[config.mk]
export PLATFORM = sky130hd
export DESIGN_NAME = config_logic_cell
export DESIGN_NICKNAME = d
export VERILOG_FILES = /design/src/logic/cell_pkg.sv /design/src/logic/cell_cfg_if.sv /design/src/logic/config_logic_cell.sv /design/src/logic/cell_core.sv
export SDC_FILE = /design/constraint.sdc
export NUM_CORES = 1
export LEC_CHECK = 0
export ABC_AREA = 1
export BUFFER_PORTS_ARGS = -buffer_cell sky130_fd_sc_hd__buf_2
export CAP_MARGIN = 40
export CELL_PAD_IN_SITES_DETAIL_PLACEMENT = 1
export CELL_PAD_IN_SITES_GLOBAL_PLACEMENT = 2
export CORE_MARGIN = 2
export CORE_UTILIZATION = 35
export CTS_CLUSTER_DIAMETER = 30
export DETAILED_ROUTE_END_ITERATION = 10
export HOLD_SLACK_MARGIN = 0.1
export PLACE_DENSITY = 0.85
export SKIP_CTS_REPAIR_TIMING = 1
export SYNTH_ARGS = -nofsm -noshare
export SYNTH_HDL_FRONTEND = slang
export SYNTH_SLANG_ARGS = --single-unit
[constraint.sdc]
create_clock -name core_clk_i -period 3.66 [get_ports core_clk_i]
set_input_delay 0.366 -clock core_clk_i [delete_from_list [all_inputs] [get_ports core_clk_i]]
set_output_delay 0.366 -clock core_clk_i [all_outputs]
set_load 0.01 [all_outputs]
[src/logic/cell_pkg.sv]
`default_nettype none
package cell_pkg;
  // ------------------------------------------------------------
  // Register byte offsets (one aligned word each)
  // ------------------------------------------------------------
  localparam logic [7:0] off_control  = 8'h00; // Enable, edge enables, mode, output
  localparam logic [7:0] off_polarity = 8'h04; // Output and gate inversion
  localparam logic [7:0] off_select   = 8'h08; // Four 5-bit selector codes
  localparam logic [7:0] off_gates    = 8'h0c; // Four 8-bit gate enable bytes
  localparam logic [7:0] off_irq      = 8'h10; // Flag, irq enables, write 1 clears flag

  // ------------------------------------------------------------
  // Field positions
  // ------------------------------------------------------------
  localparam int ctl_enable_pos = 7;  // Cell enable
  localparam int ctl_out_pos    = 5;  // Read-only cell output
  localparam int ctl_rise_pos   = 4;  // Rising edge irq enable
  localparam int ctl_fall_pos   = 3;  // Falling edge irq enable
  localparam int pol_out_pos    = 7;  // Output invert
  localparam int irq_flag_pos   = 0;  // Sticky flag
  localparam int irq_ie_pos     = 1;  // Cell irq enable
  localparam int irq_pe_pos     = 2;  // Peripheral irq enable
  localparam int irq_ge_pos     = 3;  // Global irq enable
  localparam int sel_width      = 5;  // Selector code width
  localparam int gate_width     = 8;  // Enables per gate
  localparam int num_lines      = 4;  // Selected lines and gates
  localparam int num_inputs     = 32; // Input bus entries

  // ------------------------------------------------------------
  // Selector codes with fixed sources
  // ------------------------------------------------------------
  localparam logic [4:0] code_sys_clk   = 5'h1f;
  localparam logic [4:0] code_fast_osc  = 5'h1e;
  localparam logic [4:0] code_slow_osc  = 5'h1d;
  localparam logic [4:0] code_conv_osc  = 5'h1c;
  localparam logic [4:0] code_reserved  = 5'h07;
  localparam logic [4:0] code_cell_one  = 5'h04;
  localparam logic [4:0] code_cell_two  = 5'h05;
  localparam logic [4:0] code_cell_three = 5'h06;

  // Reset value of control word
  localparam logic [7:0] control_reset = 8'h00;

  // Function select codes
  typedef enum logic [2:0] {
    fn_and_or, fn_or_xor, fn_and4, fn_sr_latch,
    fn_dff_sr, fn_dff2_r, fn_jk_r, fn_dlatch_sr
  } function_t;
endpackage : cell_pkg
`default_nettype wire

[src/logic/cell_cfg_if.sv]
`timescale 1ns/1ns
`default_nettype none
// Configuration handed from register file to the logic core
interface cell_cfg_if;
  logic [19:0] selector_code;           // Four selector codes
  logic [31:0] gate_select;             // Four gate enable bytes
  logic [3:0]  gate_output_invert_bits; // Gate inversions
  logic [2:0]  function_select_code;    // Function
  logic        output_invert_bit;       // Output polarity
  logic        cell_enable_bit;         // Cell enable
  logic        cell_result;             // Post-polarity output
  modport regs (output selector_code, gate_select, gate_output_invert_bits,
                output function_select_code, output_invert_bit, cell_enable_bit,
                input cell_result);
  modport core (input selector_code, gate_select, gate_output_invert_bits,
                input function_select_code, output_invert_bit, cell_enable_bit,
                output cell_result);
endinterface : cell_cfg_if
`default_nettype wire

[src/logic/config_logic_cell.sv]
// The register offsets and the APB register port were left to the implementer.
`timescale 1ns/1ns
`default_nettype none
module config_logic_cell (
  input  wire logic        core_clk_i,
  input  wire logic        reset_i,
  // APB slave
  input  wire logic        psel_i,
  input  wire logic        penable_i,
  input  wire logic        pwrite_i,
  input  wire logic [7:0]  paddr_i,
  input  wire logic [31:0] pwdata_i,
  output logic      [31:0] prdata_o,
  output logic             pready_o,
  output logic             pslverr_o,
  // Signal sources
  input  wire logic [3:0]  ext_pin_input_i,   // Pin-routed inputs, codes 0-3
  input  wire logic [2:0]  cell_result_i,     // Results of cells one to three
  input  wire logic [20:0] periph_signals_i,  // Codes 8-27, index = code-8; bit 20 unused
  input  wire logic        fast_internal_osc_i,
  input  wire logic        slow_internal_osc_i,
  input  wire logic        converter_rc_osc_i,
  input  wire logic        sys_clk_level_i,   // Sampled system clock level
  // Results
  output logic             cell_out_o,        // Cell output, registered
  output logic             irq_o              // Interrupt request
);
  cell_cfg_if cfg ();

  // ------------------------------------------------------------
  // Configuration storage
  // ------------------------------------------------------------
  logic [7:0]  control;      // Enable, edges, mode
  logic [7:0]  polarity;     // Output and gate inversion
  logic [19:0] select_codes; // Selector codes, not reset
  logic [31:0] gate_sel;     // Gate enables, not reset
  logic        cell_irq_flag;
  logic        cell_irq_enable;
  logic        peripheral_irq_enable;
  logic        global_irq_enable;
  logic        out_prev;     // Previous cell output
  logic [31:0] in_bus;       // Assembled input bus
  logic        wr_en;        // Write strobe at access completion
  logic        rd_en;        // Read strobe in setup phase
  logic        rise_det;
  logic        fall_det;
  logic        flag_clear;
  logic [31:0] next_rdata;
  localparam logic [7:0] control_wmask  = 8'h9f; // Unimplemented and read-only bits drop
  localparam logic [7:0] polarity_wmask = 8'h8f; // Unimplemented bits drop

  // ------------------------------------------------------------
  // Input bus assembly
  // ------------------------------------------------------------
  always_comb begin
    in_bus = {11'h000, periph_signals_i};
    in_bus[31:8] = {8'h00, periph_signals_i[15:0]};
    in_bus[27:8] = periph_signals_i[19:0];
    in_bus[cell_pkg::code_sys_clk]  = sys_clk_level_i;
    in_bus[cell_pkg::code_fast_osc] = fast_internal_osc_i;
    in_bus[cell_pkg::code_slow_osc] = slow_internal_osc_i;
    in_bus[cell_pkg::code_conv_osc] = converter_rc_osc_i;
    in_bus[cell_pkg::code_reserved] = 1'b0;                 // Reserved reads zero
    in_bus[cell_pkg::code_cell_three:cell_pkg::code_cell_one] = cell_result_i;
    in_bus[3:0] = ext_pin_input_i;
  end

  // ------------------------------------------------------------
  // Bus strobes; zero wait state
  // ------------------------------------------------------------
  assign wr_en = psel_i & penable_i & pwrite_i & pready_o;
  assign rd_en = psel_i & ~penable_i & ~pwrite_i;

  // Ready high in access phase only
  always_ff @(posedge core_clk_i or posedge reset_i) begin
    if (reset_i) begin
      pready_o <= 1'b0;
    end else begin
      pready_o <= psel_i & ~penable_i;
    end
  end

  // Control and polarity are cleared by reset
  always_ff @(posedge core_clk_i or posedge reset_i) begin
    if (reset_i) begin
      control  <= cell_pkg::control_reset;
      polarity <= 8'h00;
    end else if (wr_en && paddr_i == cell_pkg::off_control) begin
      control <= pwdata_i[7:0] & control_wmask;          // Output bit read-only
    end else if (wr_en && paddr_i == cell_pkg::off_polarity) begin
      polarity <= pwdata_i[7:0] & polarity_wmask;
    end
  end

  // Selector and gate fields hold across reset, left unset at power-up
  always_ff @(posedge core_clk_i) begin
    if (wr_en && paddr_i == cell_pkg::off_select) begin
      select_codes <= pwdata_i[19:0];
    end
    if (wr_en && paddr_i == cell_pkg::off_gates) begin
      gate_sel <= pwdata_i;
    end
  end

  // Interrupt enables
  always_ff @(posedge core_clk_i or posedge reset_i) begin
    if (reset_i) begin
      cell_irq_enable       <= 1'b0;
      peripheral_irq_enable <= 1'b0;
      global_irq_enable     <= 1'b0;
    end else if (wr_en && paddr_i == cell_pkg::off_irq) begin
      cell_irq_enable       <= pwdata_i[cell_pkg::irq_ie_pos];
      peripheral_irq_enable <= pwdata_i[cell_pkg::irq_pe_pos];
      global_irq_enable     <= pwdata_i[cell_pkg::irq_ge_pos];
    end
  end

  // ------------------------------------------------------------
  // Configuration to core
  // ------------------------------------------------------------
  assign cfg.selector_code           = select_codes;
  assign cfg.gate_select             = gate_sel;
  assign cfg.gate_output_invert_bits = polarity[3:0];
  assign cfg.function_select_code    = control[2:0];
  assign cfg.output_invert_bit       = polarity[cell_pkg::pol_out_pos];
  assign cfg.cell_enable_bit         = control[cell_pkg::ctl_enable_pos];

  cell_core u_core (
    .core_clk_i (core_clk_i),
    .reset_i    (reset_i),
    .in_bus_i   (in_bus),
    .cfg        (cfg)
  );

  // ------------------------------------------------------------
  // Edge detection and flag
  // ------------------------------------------------------------
  // Previous output registered each cycle
  always_ff @(posedge core_clk_i or posedge reset_i) begin
    if (reset_i) begin
      out_prev <= 1'b0;
    end else begin
      out_prev <= cfg.cell_result;
    end
  end

  // Polarity flips show up as edges too
  assign rise_det = cfg.cell_result & ~out_prev & control[cell_pkg::ctl_rise_pos];
  assign fall_det = ~cfg.cell_result & out_prev & control[cell_pkg::ctl_fall_pos];
  assign flag_clear = wr_en && paddr_i == cell_pkg::off_irq && pwdata_i[cell_pkg::irq_flag_pos];

  // Hardware never clears the flag by itself
  always_ff @(posedge core_clk_i or posedge reset_i) begin
    if (reset_i) begin
      cell_irq_flag <= 1'b0;
    end else if (rise_det | fall_det) begin
      cell_irq_flag <= 1'b1;                            // Set beats clear
    end else if (flag_clear) begin
      cell_irq_flag <= 1'b0;
    end
  end

  // Registered interrupt request and cell output
  always_ff @(posedge core_clk_i or posedge reset_i) begin
    if (reset_i) begin
      irq_o      <= 1'b0;
      cell_out_o <= 1'b0;
    end else begin
      irq_o      <= cell_irq_flag & cell_irq_enable & peripheral_irq_enable
                    & global_irq_enable & control[cell_pkg::ctl_enable_pos];
      cell_out_o <= cfg.cell_result;
    end
  end

  // ------------------------------------------------------------
  // Read data, registered in setup, valid in access
  // ------------------------------------------------------------
  always_comb begin
    next_rdata = 32'h0000_0000;
    case (paddr_i)
      cell_pkg::off_control: begin
        next_rdata[7:0] = control;
        next_rdata[cell_pkg::ctl_out_pos] = cfg.cell_result;
      end
      cell_pkg::off_polarity: next_rdata[7:0] = polarity;
      cell_pkg::off_select:   next_rdata[19:0] = select_codes;
      cell_pkg::off_gates:    next_rdata = gate_sel;
      cell_pkg::off_irq:      next_rdata[3:0] = {global_irq_enable, peripheral_irq_enable,
                                                 cell_irq_enable, cell_irq_flag};
      default:                next_rdata = 32'h0000_0000;
    endcase
  end

  always_ff @(posedge core_clk_i or posedge reset_i) begin
    if (reset_i) begin
      prdata_o  <= 32'h0000_0000;
      pslverr_o <= 1'b0;
    end else if (rd_en | (psel_i & ~penable_i)) begin
      prdata_o  <= rd_en ? next_rdata : 32'h0000_0000;
      pslverr_o <= paddr_i > cell_pkg::off_irq || paddr_i[1:0] != 2'h0;
    end else if (!psel_i) begin
      pslverr_o <= 1'b0;
    end
  end
endmodule : config_logic_cell
`default_nettype wire

[src/logic/cell_core.sv]
`timescale 1ns/1ns
`default_nettype none
// ------------------------------------------------------------
// Selection, gating, function and polarity stages
// ------------------------------------------------------------
module cell_core (
  input  wire logic          core_clk_i,
  input  wire logic          reset_i,
  input  wire logic [31:0]   in_bus_i,  // Fully assembled input bus
  cell_cfg_if.core           cfg
);
  logic [3:0] sel_line;  // Selected data lines
  logic [3:0] gate_out;  // Gate outputs after gate inversion
  logic       fn_out;    // Function stage output
  logic       state_q;   // Storage for latch and flip-flop functions
  logic       next_state;
  logic       clk_prev;  // Gate 1 previous value, used as function clock

  // One selector and one gate per line
  genvar g;
  generate
    for (g = 0; g < cell_pkg::num_lines; g++) begin : g_line
      logic [7:0] en;    // Enables of this gate
      logic       prod;  // AND of the enabled terms
      logic       clash; // Some line enabled in both forms
      // 5-bit code indexes the input bus
      assign sel_line[g] =
        in_bus_i[cfg.selector_code[g*cell_pkg::sel_width +: cell_pkg::sel_width]];
      assign en = cfg.gate_select[g*cell_pkg::gate_width +: cell_pkg::gate_width];
      // Even bits enable true, odd bits inverted form of each line; empty AND is 1,
      // so inverting gives 0, which is the no-input constant
      assign prod = (~en[0] | sel_line[0]) & (~en[1] | ~sel_line[0])
                  & (~en[2] | sel_line[1]) & (~en[3] | ~sel_line[1])
                  & (~en[4] | sel_line[2]) & (~en[5] | ~sel_line[2])
                  & (~en[6] | sel_line[3]) & (~en[7] | ~sel_line[3]);
      assign clash = (en[0] & en[1]) | (en[2] & en[3]) | (en[4] & en[5]) | (en[6] & en[7]);
      // Polarity 0 yields NAND/OR/logic 0; a clash forces zero whatever the polarity
      assign gate_out[g] = ~clash
                         & ~(prod ^ cfg.gate_output_invert_bits[g]);
    end
  endgenerate

  // ------------------------------------------------------------
  // Function stage, clock edges sampled on the core clock
  // ------------------------------------------------------------
  logic clk_rise;
  assign clk_rise = gate_out[0] & ~clk_prev;

  always_ff @(posedge core_clk_i or posedge reset_i) begin
    if (reset_i) begin
      clk_prev <= 1'b0;
    end else begin
      clk_prev <= gate_out[0];
    end
  end

  // Next state for storage functions
  always_comb begin
    next_state = state_q;
    case (cell_pkg::function_t'(cfg.function_select_code))
      cell_pkg::fn_sr_latch: begin
        if (gate_out[2] | gate_out[3]) next_state = 1'b0;       // Reset dominates
        else if (gate_out[0] | gate_out[1]) next_state = 1'b1;
      end
      cell_pkg::fn_dff_sr: begin
        if (gate_out[2]) next_state = 1'b0;
        else if (gate_out[3]) next_state = 1'b1;
        else if (clk_rise) next_state = gate_out[1];
      end
      cell_pkg::fn_dff2_r: begin
        if (gate_out[2]) next_state = 1'b0;
        else if (clk_rise) next_state = gate_out[1] & gate_out[3];
      end
      cell_pkg::fn_jk_r: begin
        if (gate_out[2]) next_state = 1'b0;
        else if (clk_rise) begin
          case ({gate_out[1], gate_out[3]})
            2'b10:   next_state = 1'b1;
            2'b01:   next_state = 1'b0;
            2'b11:   next_state = ~state_q;
            default: next_state = state_q;
          endcase
        end
      end
      cell_pkg::fn_dlatch_sr: begin
        if (gate_out[2]) next_state = 1'b0;
        else if (gate_out[3]) next_state = 1'b1;
        else if (gate_out[0]) next_state = gate_out[1];  // Transparent while gate 1 high
      end
      default: next_state = state_q;
    endcase
  end

  // Storage cleared while disabled so re-enable starts from zero
  always_ff @(posedge core_clk_i or posedge reset_i) begin
    if (reset_i) begin
      state_q <= 1'b0;
    end else if (!cfg.cell_enable_bit) begin
      state_q <= 1'b0;
    end else begin
      state_q <= next_state;
    end
  end

  // Combinational functions bypass storage
  always_comb begin
    case (cell_pkg::function_t'(cfg.function_select_code))
      cell_pkg::fn_and_or: fn_out = (gate_out[0] & gate_out[1]) | (gate_out[2] & gate_out[3]);
      cell_pkg::fn_or_xor: fn_out = (gate_out[0] | gate_out[1]) ^ (gate_out[2] | gate_out[3]);
      cell_pkg::fn_and4:   fn_out = &gate_out;
      default:             fn_out = state_q;
    endcase
  end

  // Polarity stage; disabled cell outputs zero
  assign cfg.cell_result = cfg.cell_enable_bit & (fn_out ^ cfg.output_invert_bit);
endmodule : cell_core
`default_nettype wire

==> reports/results.ini, run 1 <==
[outcome]
status = completed

[cts]
clock_sinks = 105
cts_max_level = 3
clk_path_buf_depth = 2
cts_buffers = 9
cts_tree = built
cts.clk_slew.worst_paths_ns = 0.07
root_buffer = clkbuf_16
clk_latency_ns = 0.36

[finish]
area_growth_pct = 16.5
final-seq-area_um2 = 2890
final_core_util_pct = 41.9
antenna_cells = 0
multi_input_area_um2 = 2580
drive_gt1_share_pct = 21.8
fillCellCount = 2071
nNetsFinal = 905

[sta]
finalMaxSlewViolations = 0
hold_viol = 0
relSlewSlack_pct = 48.9
setup_violations = 0
fin_skew_ns = 0.00469
tns_ns = 0
worst_slew_pin_slew_ns = 0.765
post-route-min-period_ns = 3.09
period_share_pct = 84.3
clock.fmax_mhz = 324
rsz0062_at_grt = no

[global_routing]
grt.total_usage_pct = 24.2
antenna_found_initial = 0
grt_pass1_wl_mm = 33.3
grt_pass1_vias = 6032
grt_max_degree = 35
grt_overflow = 0

[worst_setup_path]
crit_end = prdata_o[5]$_DFFE_PP0P_
reg2reg_depth = 25
crit_path_end_kind = flop
r2r-end = prdata_o[5]$_DFFE_PP0P_
reg2reg_slack_ns = 0.57
cp.required_ns = 3.91
worst-setup-path-type = flop to flop
reg2reg_from = cfg.selector_code[5]$_DFFE_PP_
cp_max_fo = 17
worstSetupStartpointType = flop
critPathLaunch = cfg.selector_code[5]$_DFFE_PP_
worst-endpoint-arrival_ns = 3.33

[synth]
syn_nets = 802
syn-cell-area_um2 = 5980
synth_cell_types = 33
syn_area_per_cell_um2 = 8.24
yosysWarnings = 0
synth_cells = 725
ys_ff_latch = 105
ys_seq_area_share_pct = 48.3

[route]
ant_nets = 0
vias = 5777
routed_via_density = 5.49
drt_iter0_drc = 431
routed_wl_mm = 21.3
avgRoutedWirePerCell_um = 20.2
firstDrtPassIters = 5
drc = 0

[die]
start_util_pct = 35.9
dieWidth_um = 135
row_count = 47
coreArea_um2 = 16600
die_h_um = 135
die_area_um2 = 18100
num_io_pins = 113

[pwr]
p_per_area_nw_per_um2 = 339
peakVddDrop_mv = 0.355
cellLeakagePower_nw = 3.32

[placed_design]
port_buffers = 111
gp_congestion = 0.824
dpl.hpwl_mm = 16.2

[hold_path]
hold_path.class = input port to async pin

[job]
drv_cap = 0

-- power breakdown --
group / total, mW / switching (mW) / internal (mW)
combinational: 0.159 / 0.107 / 0.0522
clock: 0.955 / 0.477 / 0.478
sequential: 1.24 / 0.00219 / 1.24
total: 2.36 / 0.586 / 1.77
-- metrics by stage --
stage | hold WS [ns] | power (mW) | instance area (um^2) | std cells | worst slack [ns]
3_3_place_gp | 0.467 | 1.42 | 6680 | 1037 | 0.730
2_1_floorplan | 0.457 | 1.33 | 5980 | 725 | 0.201
5_1_grt | 0.162 | 2.44 | 6970 | 1053 | 0.227
3_5_place_dp | 0.474 | 1.43 | 6680 | 1037 | 0.608
4_1_cts | 0.167 | 2.38 | 6970 | 1053 | 0.547
6_report | 0.142 | 2.36 | 6970 | 1053 | 0.573
-- cells by family (layout without fill, tap and decap cells) --
kind of cell | Yosys count | count (layout) | synth area share (%)
simple gates | 417 | 417 | 32.0
buf+inv | 107 | 215 | 8.71
flops | 105 | 105 | 48.3
compound gates | 96 | 96 | 11.0
-- layout by cell type, fill, tap and decap left out --
| master | count |
|---|---|
| a221oi_1 | 5 |
| clkinv_2 | 1 |
| nor4_4 | 1 |
| nor2_2 | 8 |
| a32o_1 | 12 |
| o22ai_1 | 21 |
| nor2_1 | 15 |
| buf_4 | 7 |
| edfxtp_1 | 52 |
| inv_6 | 6 |
| inv_2 | 10 |
| nand3_2 | 16 |
| o2111ai_1 | 1 |
| a211oi_1 | 4 |
| nor4_1 | 3 |
| nand3_4 | 1 |
| nor2_4 | 2 |
| o211ai_1 | 2 |
| buf_2 | 111 |
| nand3_1 | 122 |
| dfrtp_1 | 53 |
| a21oi_1 | 5 |
| clkbuf_16 | 9 |
| nor3_1 | 3 |
| o21ai_0 | 28 |
| clkinv_1 | 2 |
| nand2_2 | 6 |
| inv_8 | 3 |
| nand2_4 | 1 |
| nand4_1 | 4 |
| nand2_1 | 235 |
| a22o_1 | 14 |
| inv_1 | 66 |
| o21ai_1 | 4 |
-- layout make-up --
type | count | area share [%]
sequential | 105 | 41.5
multi-input combinational | 513 | 37.1
timing repair buffer | 118 | 8.73
inverter | 81 | 4.65
tap | 220 | 3.95
clock buffer | 9 | 3.23
clock inverter | 7 | 0.862
-- critical path, stage by stage (launching register included) --
cell      delay (ns)
edfxtp_1        0.76
inv_6           0.16
nand2_1         0.10
nand3_1         0.07
nand3_1         0.09
nand2_1         0.10
nand2_1         0.08
nand3_2         0.17
nand2_2         0.20
nand2_1         0.08
nand2_1         0.06
nand2_1         0.07
inv_2           0.06
nand2_1         0.04
nand2_1         0.06
nand3_2         0.12
nand2_1         0.13
inv_1           0.06
nand2_1         0.07
nand3_2         0.07
nand3_1         0.08
nand2_1         0.08
nand4_1         0.07
nand2_1         0.05
nand2_1         0.06
nand2_1         0.06
-- registers in the layout, indices dropped and copies added, names as in the netlist --
name	flops
cell_out_o	1
prdata_o	32
polarity	5
global_irq_enable	1
u_core.state_q	1
cell_irq_enable	1
u_core.clk_prev	1
pslverr_o	1
peripheral_irq_enable	1
pready_o	1
cfg.gate_select	32
control	6
irq_o	1
cfg.selector_code	20
cell_irq_flag	1
-- routing by layer --
layer  global-route usage (%)  wire (um)  up-vias  part of all wire [%]
li1                         -          -     2688                     -
met1                     33.2       9680     2876                    45
met2                     39.9      10100      190                    48
met3                     4.62       1220       23                   5.7
met4                     5.32        253        0                   1.2
met5                        0          0        -                     0
-- cell usage after synthesis, drive strengths merged --
library cell	instances	share of area, %
a32o	12	2.0
o2111ai	1	0.15
nor4	4	0.52
clkbuf	9	0.57
o21ai	32	2.7
a22o	14	2.1
o22ai	21	2.2
nor3	3	0.25
edfxtp	52	26
nand4	4	0.42
buf	17	2.7
o211ai	2	0.25
clkinv	1	0.063
nand3	139	13
dfrtp	53	22
a21oi	5	0.42
nor2	25	2.0
a211oi	4	0.50
nand2	242	16
a221oi	5	0.73
inv	80	5.4
-- worst min-delay path by stage --
stage | startpoint | endpoint | slack (ns) | cells after the start
final | reset_i | irq_o$_DFF_PP0_ | 0.14 | 2
after floorplan | penable_i | pready_o$_DFF_PP0_ | 0.46 | 1
after CTS | reset_i | prdata_o[3]$_DFFE_PP0P_ | 0.17 | 2
after global placement | prdata_o[0]$_DFFE_PP0P_ | prdata_o[0]$_DFFE_PP0P_ | 0.47 | 2
after global routing | pwdata_i[20] | cfg.gate_select[20]$_DFFE_PP_ | 0.16 | 1
after detailed placement | prdata_o[1]$_DFFE_PP0P_ | prdata_o[1]$_DFFE_PP0P_ | 0.47 | 2
(Power assumes the default switching activity.)
==> inputs of run 2 (changes only) <==
CORE_UTILIZATION = 30   (was 35)
PLACE_DENSITY = 0.77   (was 0.85)
clock period = 2.66 ns   (was 3.66 ns; I/O delays follow)
==> reports/results.ini, run 2 (synthesis results as in run 1) <==
[cts]
cts_buffers = 9
cts_tree = built
clk_path_buf_depth = 2
cts_max_level = 3
cts.clk_slew.worst_paths_ns = 0.07
clock_sinks = 105
root_buffer = clkbuf_16
clk_latency_ns = 0.36

[hold_path]
hold_path.class = input port to flop

[route]
drc = 0
routed_wl_mm = 23.5
vias = 6060
firstDrtPassIters = 5
routed_via_density = 5.11
ant_nets = 0
avgRoutedWirePerCell_um = 19.8
drt_iter0_drc = 330

[sta]
worst_slew_pin_slew_ns = 0.646
finalMaxSlewViolations = 0
setup_violations = 3
layout_setup_ws_ns = -0.151
post-route-min-period_ns = 2.81
timing.hold.ws_ns = 0.100
clock.fmax_mhz = 356
relSlewSlack_pct = 56.8
fin_skew_ns = 0.00913
period_share_pct = 106
hold_viol = 0
rsz0062_at_grt = yes

[global_routing]
grt_pass1_wl_mm = 34.3
grt_pass1_vias = 6045
antenna_found_initial = 1
grt_max_degree = 34
grt.total_usage_pct = 21.1
grt_overflow = 0

[die]
die_area_um2 = 21100
num_io_pins = 113
dieWidth_um = 145
coreArea_um2 = 19500
die_h_um = 145
row_count = 51
start_util_pct = 30.6

[worst_setup_path]
crit_path_end_kind = flop
reg2reg_slack_ns = -0.15
cp_max_fo = 8
slowest_delay_ns = 0.41
cpMostUsedCell = nand2_2
worst-endpoint-arrival_ns = 3.06
worstSetupStartpointType = flop
worst_path_max_delay_cell = edfxtp_1
cp.required_ns = 2.91
worst-setup-path-type = flop to flop

[pwr]
p_seq_share_pct = 52.3
p_int_mw = 2.46
swShare_pct = 24.9
p_switching_mw = 0.816
power.total_mw = 3.27
p_per_area_nw_per_um2 = 380
p_clk_share_pct = 39.5
peakVddDrop_mv = 0.334
cellLeakagePower_nw = 4.00
comb_power_share_pct = 8.3

[placed_design]
place_area_um2 = 7130
gp_congestion = 0.867
dpl.hpwl_mm = 16.7
port_buffers = 111

[outcome]
status = finished, violations left
failed_checks = setup timing

[finish]
area_growth_pct = 44.3
fillCellCount = 2316
drive_gt1_share_pct = 43.8
fin_area_um2 = 8620
nNetsFinal = 992
multi_input_area_um2 = 3280
final_common_cell = nand2_1
final-seq-area_um2 = 2890
final_cell_mix = nand2_1 (158), buf_2 (111), nand3_2 (73), nand2_2 (72), inv_1 (65)

[job]
drv_cap = 0

## run 2: cell count changes in the layout (fill, tap and decap cells not counted), moves of 8 or more
| cell | change |
|---|---|
| nand2_1 | -77 |
| nand2_2 | +66 |
| nand3_1 | -66 |
| nand3_2 | +57 |
| buf_4 | +39 |
| buf_6 | +17 |
| dlygate4sd3_1 | +17 |
| nand2_4 | +11 |
| nand3_4 | +9 |
| buf_12 | +8 |
## run 2: cell type report
class	count	share of cell area [%]
Multi-Input combinational cell	513	38.0
Sequential cell	105	33.5
Timing Repair Buffer	202	17.0
Inverter	81	4.09
Tap cell	265	3.85
Clock buffer	10	2.66
Clock inverter	6	0.566
Timing Repair inverter	3	0.290
Antenna cell	1	0.0290
## run 2: power groups by stage
| stage | Combinational [mW] | Sequential [mW] | Clock (mW) |
|---|---|---|---|
| 2_1_floorplan | 0.0835 | 1.75 | 0 |
| 3_3_place_gp | 0.218 | 1.75 | 0 |
| 3_5_place_dp | 0.221 | 1.75 | 0 |
| 4_1_cts | 0.222 | 1.71 | 1.32 |
| 5_1_grt | 0.296 | 1.71 | 1.38 |
| 6_report | 0.270 | 1.71 | 1.29 |
## run 2: worst max-delay path: cells and delay by family (launching register included)
kind,cells,cell delay (ns)
buffers and inverters,4,0.51
and+or+nand+nor,21,1.77
DFF,1,0.41
## run 2: per-layer routing
| metal | vias up | GRT usage [%] | wire length [um] |
|---|---|---|---|
| met3 | 27 | 3.55 | 951 |
| met4 | 0 | 6.42 | 433 |
| met2 | 141 | 33.0 | 11200 |
| met5 | - | 0 | 0 |
| li1 | 2853 | - | - |
| met1 | 3039 | 29.9 | 10900 |
## run 2: per-stage QoR
step                setup TNS, ns  setup slack [ns]  instances  utilization (%)
finish                     -0.322            -0.151       1186             44.2
global route               -0.947            -0.308       1185             44.1
CTS                        -0.645            -0.251       1143             37.9
detailed placement         -0.429            -0.186       1127             36.5
global placement           -0.270            -0.131       1127             36.5
floorplan                       0             0.169        725                -
## run 2: final timing paths
check	start	to	cells after the start
min in group asynchronous	reset_i	u_core.state_q$_DFFE_PP0P_	3
max in group asynchronous	reset_i	prdata_o[20]$_DFFE_PP0P_	4
max	cfg.selector_code[15]$_DFFE_PP_	prdata_o[5]$_DFFE_PP0P_	25
max reg2reg	cfg.selector_code[15]$_DFFE_PP_	prdata_o[5]$_DFFE_PP0P_	25
min	pwdata_i[14]	cfg.selector_code[14]$_DFFE_PP_	1
min reg2reg	prdata_o[3]$_DFFE_PP0P_	prdata_o[3]$_DFFE_PP0P_	2
==> inputs of run 3 (changes only) <==
CELL_PAD_IN_SITES_DETAIL_PLACEMENT = unset   (was 1)
CELL_PAD_IN_SITES_GLOBAL_PLACEMENT = unset   (was 2)
CORE_UTILIZATION = 51   (was 30)
PLACE_DENSITY = 0.79   (was 0.77)
==> reports/results.ini, run 3 (synthesis results as in run 1) <==
[worst_setup_path]
cpMostUsedCell = nand2_2
crit_path_end_kind = flop
worst-setup-path-type = flop to flop
reg2reg_depth = 26
critPathLaunch = cfg.selector_code[10]$_DFFE_PP_
r2r-end = prdata_o[5]$_DFFE_PP0P_
worst_path_max_delay_cell = edfxtp_1
slowest_delay_ns = 0.47
reg2reg_from = cfg.selector_code[10]$_DFFE_PP_
cp_max_fo = 8
worst-endpoint-arrival_ns = 3.01
crit_end = prdata_o[5]$_DFFE_PP0P_
cpLargestDelayFamily = simple AND/OR/NAND/NOR gates
worstSetupStartpointType = flop
reg2reg_slack_ns = -0.10
worst-path-stages = 26
cp.required_ns = 2.91
path_buf_inv = 4

[die]
die_area_um2 = 12600
coreArea_um2 = 11400
row_count = 39
die_h_um = 112
num_io_pins = 113
start_util_pct = 52.3
dieWidth_um = 112

[finish]
final_cell_mix = nand2_1 (189), buf_2 (111), nand3_1 (85), inv_1 (64), dfrtp_1 (53)
final_core_util_pct = 70.2
drive_gt1_share_pct = 35.1
antenna_cells = 0
final-seq-area_um2 = 2890
final_common_cell = nand2_1
area_growth_pct = 34.2
fin_area_um2 = 8020
multi_input_area_um2 = 3040
nNetsFinal = 972
fillCellCount = 872

[sta]
setup_violations = 3
post-route-min-period_ns = 2.76
fin_skew_ns = 0.00699
clock.fmax_mhz = 362
rsz0062_at_grt = yes
tns_ns = -0.267
period_share_pct = 104
relSlewSlack_pct = 53.9
worst_slew_pin_slew_ns = 0.692
layout_setup_ws_ns = -0.105
hold_viol = 0
finalMaxSlewViolations = 0

[placed_design]
gp_congestion = 0.982
dpl.hpwl_mm = 12.6
port_buffers = 111
place_area_um2 = 6780
place_ws_ns = -0.0215

[route]
vias = 6275
avgRoutedWirePerCell_um = 18.7
ant_nets = 0
routed_wl_mm = 19.5
routed_via_density = 6.02
drc = 0
drt_iter0_drc = 670
firstDrtPassIters = 6

[global_routing]
grt_pass1_vias = 5450
antenna_found_initial = 0
grt_overflow = 0
grt.total_usage_pct = 27.9
grt_pass1_wl_mm = 27.8
grt_max_degree = 33

[cts]
root_buffer = clkbuf_16
cts_tree = built
clk_path_buf_depth = 2
cts.clk_slew.worst_paths_ns = 0.07
clock_sinks = 105
clk_latency_ns = 0.35
cts_buffers = 9
cts_max_level = 3

[hold_path]
hold_path.class = input port to flop
holdPathStages = 1

[pwr]
p_per_area_nw_per_um2 = 412
peakVddDrop_mv = 0.524
cellLeakagePower_nw = 3.81

[job]
drv_cap = 0

[outcome]
failed_checks = setup timing
status = finished, violations left

## run 3: metrics by stage
step | instances | hold slack (ns) | total power, mW
floorplan | 725 | 0.357 | 1.83
global placement | 982 | 0.325 | 1.95
finish | 1043 | 0.108 | 3.30
CTS | 998 | -0.0510 | 3.26
global route | 1043 | 0.0984 | 3.39
detailed placement | 982 | 0.324 | 1.95
## run 3: layout make-up
| cell class | count | share of cell area [%] |
|---|---|---|
| Clock inverter | 6 | 0.842 |
| Multi-Input combinational cell | 513 | 38.0 |
| Timing Repair Buffer | 179 | 15.3 |
| Tap cell | 143 | 2.23 |
| Sequential cell | 105 | 36.0 |
| Clock buffer | 10 | 2.85 |
| Inverter | 81 | 4.27 |
| Timing Repair inverter | 6 | 0.562 |
## run 3: worst reg2reg max path: stages (launching register included)
cell       delay, ns
edfxtp_1        0.47
buf_6           0.17
clkbuf_16       0.17
nand2_2         0.08
nand3_2         0.09
nand3_2         0.07
nand2_2         0.07
nand2_2         0.08
nand3_4         0.11
nand2_4         0.12
nand2_2         0.06
nand2_2         0.05
nand2_1         0.05
inv_2           0.06
nand2_1         0.06
nand2_2         0.09
nand3_4         0.11
nand2_2         0.12
inv_2           0.04
nand2_2         0.05
nand3_2         0.08
nand3_2         0.08
nand2_2         0.07
nand4_1         0.13
nand2_2         0.09
nand2_2         0.05
nand2_1         0.04
## run 3: power breakdown
group	switching, mW	internal (mW)
registers	0.00293	1.71
clock network	0.604	0.734
logic	0.154	0.0967
## run 3: how the worst min path moves through the flow
stage | start | end | slack (ns)
detailed placement | reset_i | peripheral_irq_enable$_DFFE_PP0P_ | 0.32
global placement | reset_i | peripheral_irq_enable$_DFFE_PP0P_ | 0.32
floorplan | penable_i | pready_o$_DFF_PP0_ | 0.36
global route | pwdata_i[11] | cfg.selector_code[11]$_DFFE_PP_ | 0.1
finish | pwdata_i[11] | cfg.selector_code[11]$_DFFE_PP_ | 0.11
CTS | reset_i | peripheral_irq_enable$_DFFE_PP0P_ | -0.05
## run 3: metal layers
| layer | track usage (%) | up-vias | share of wire [%] |
|---|---|---|---|
| met5 | 0 | - | 0 |
| met2 | 43.7 | 462 | 46 |
| met1 | 38.9 | 2900 | 38 |
| met4 | 9.19 | 0 | 4.6 |
| met3 | 6.16 | 88 | 11 |
| li1 | - | 2825 | - |
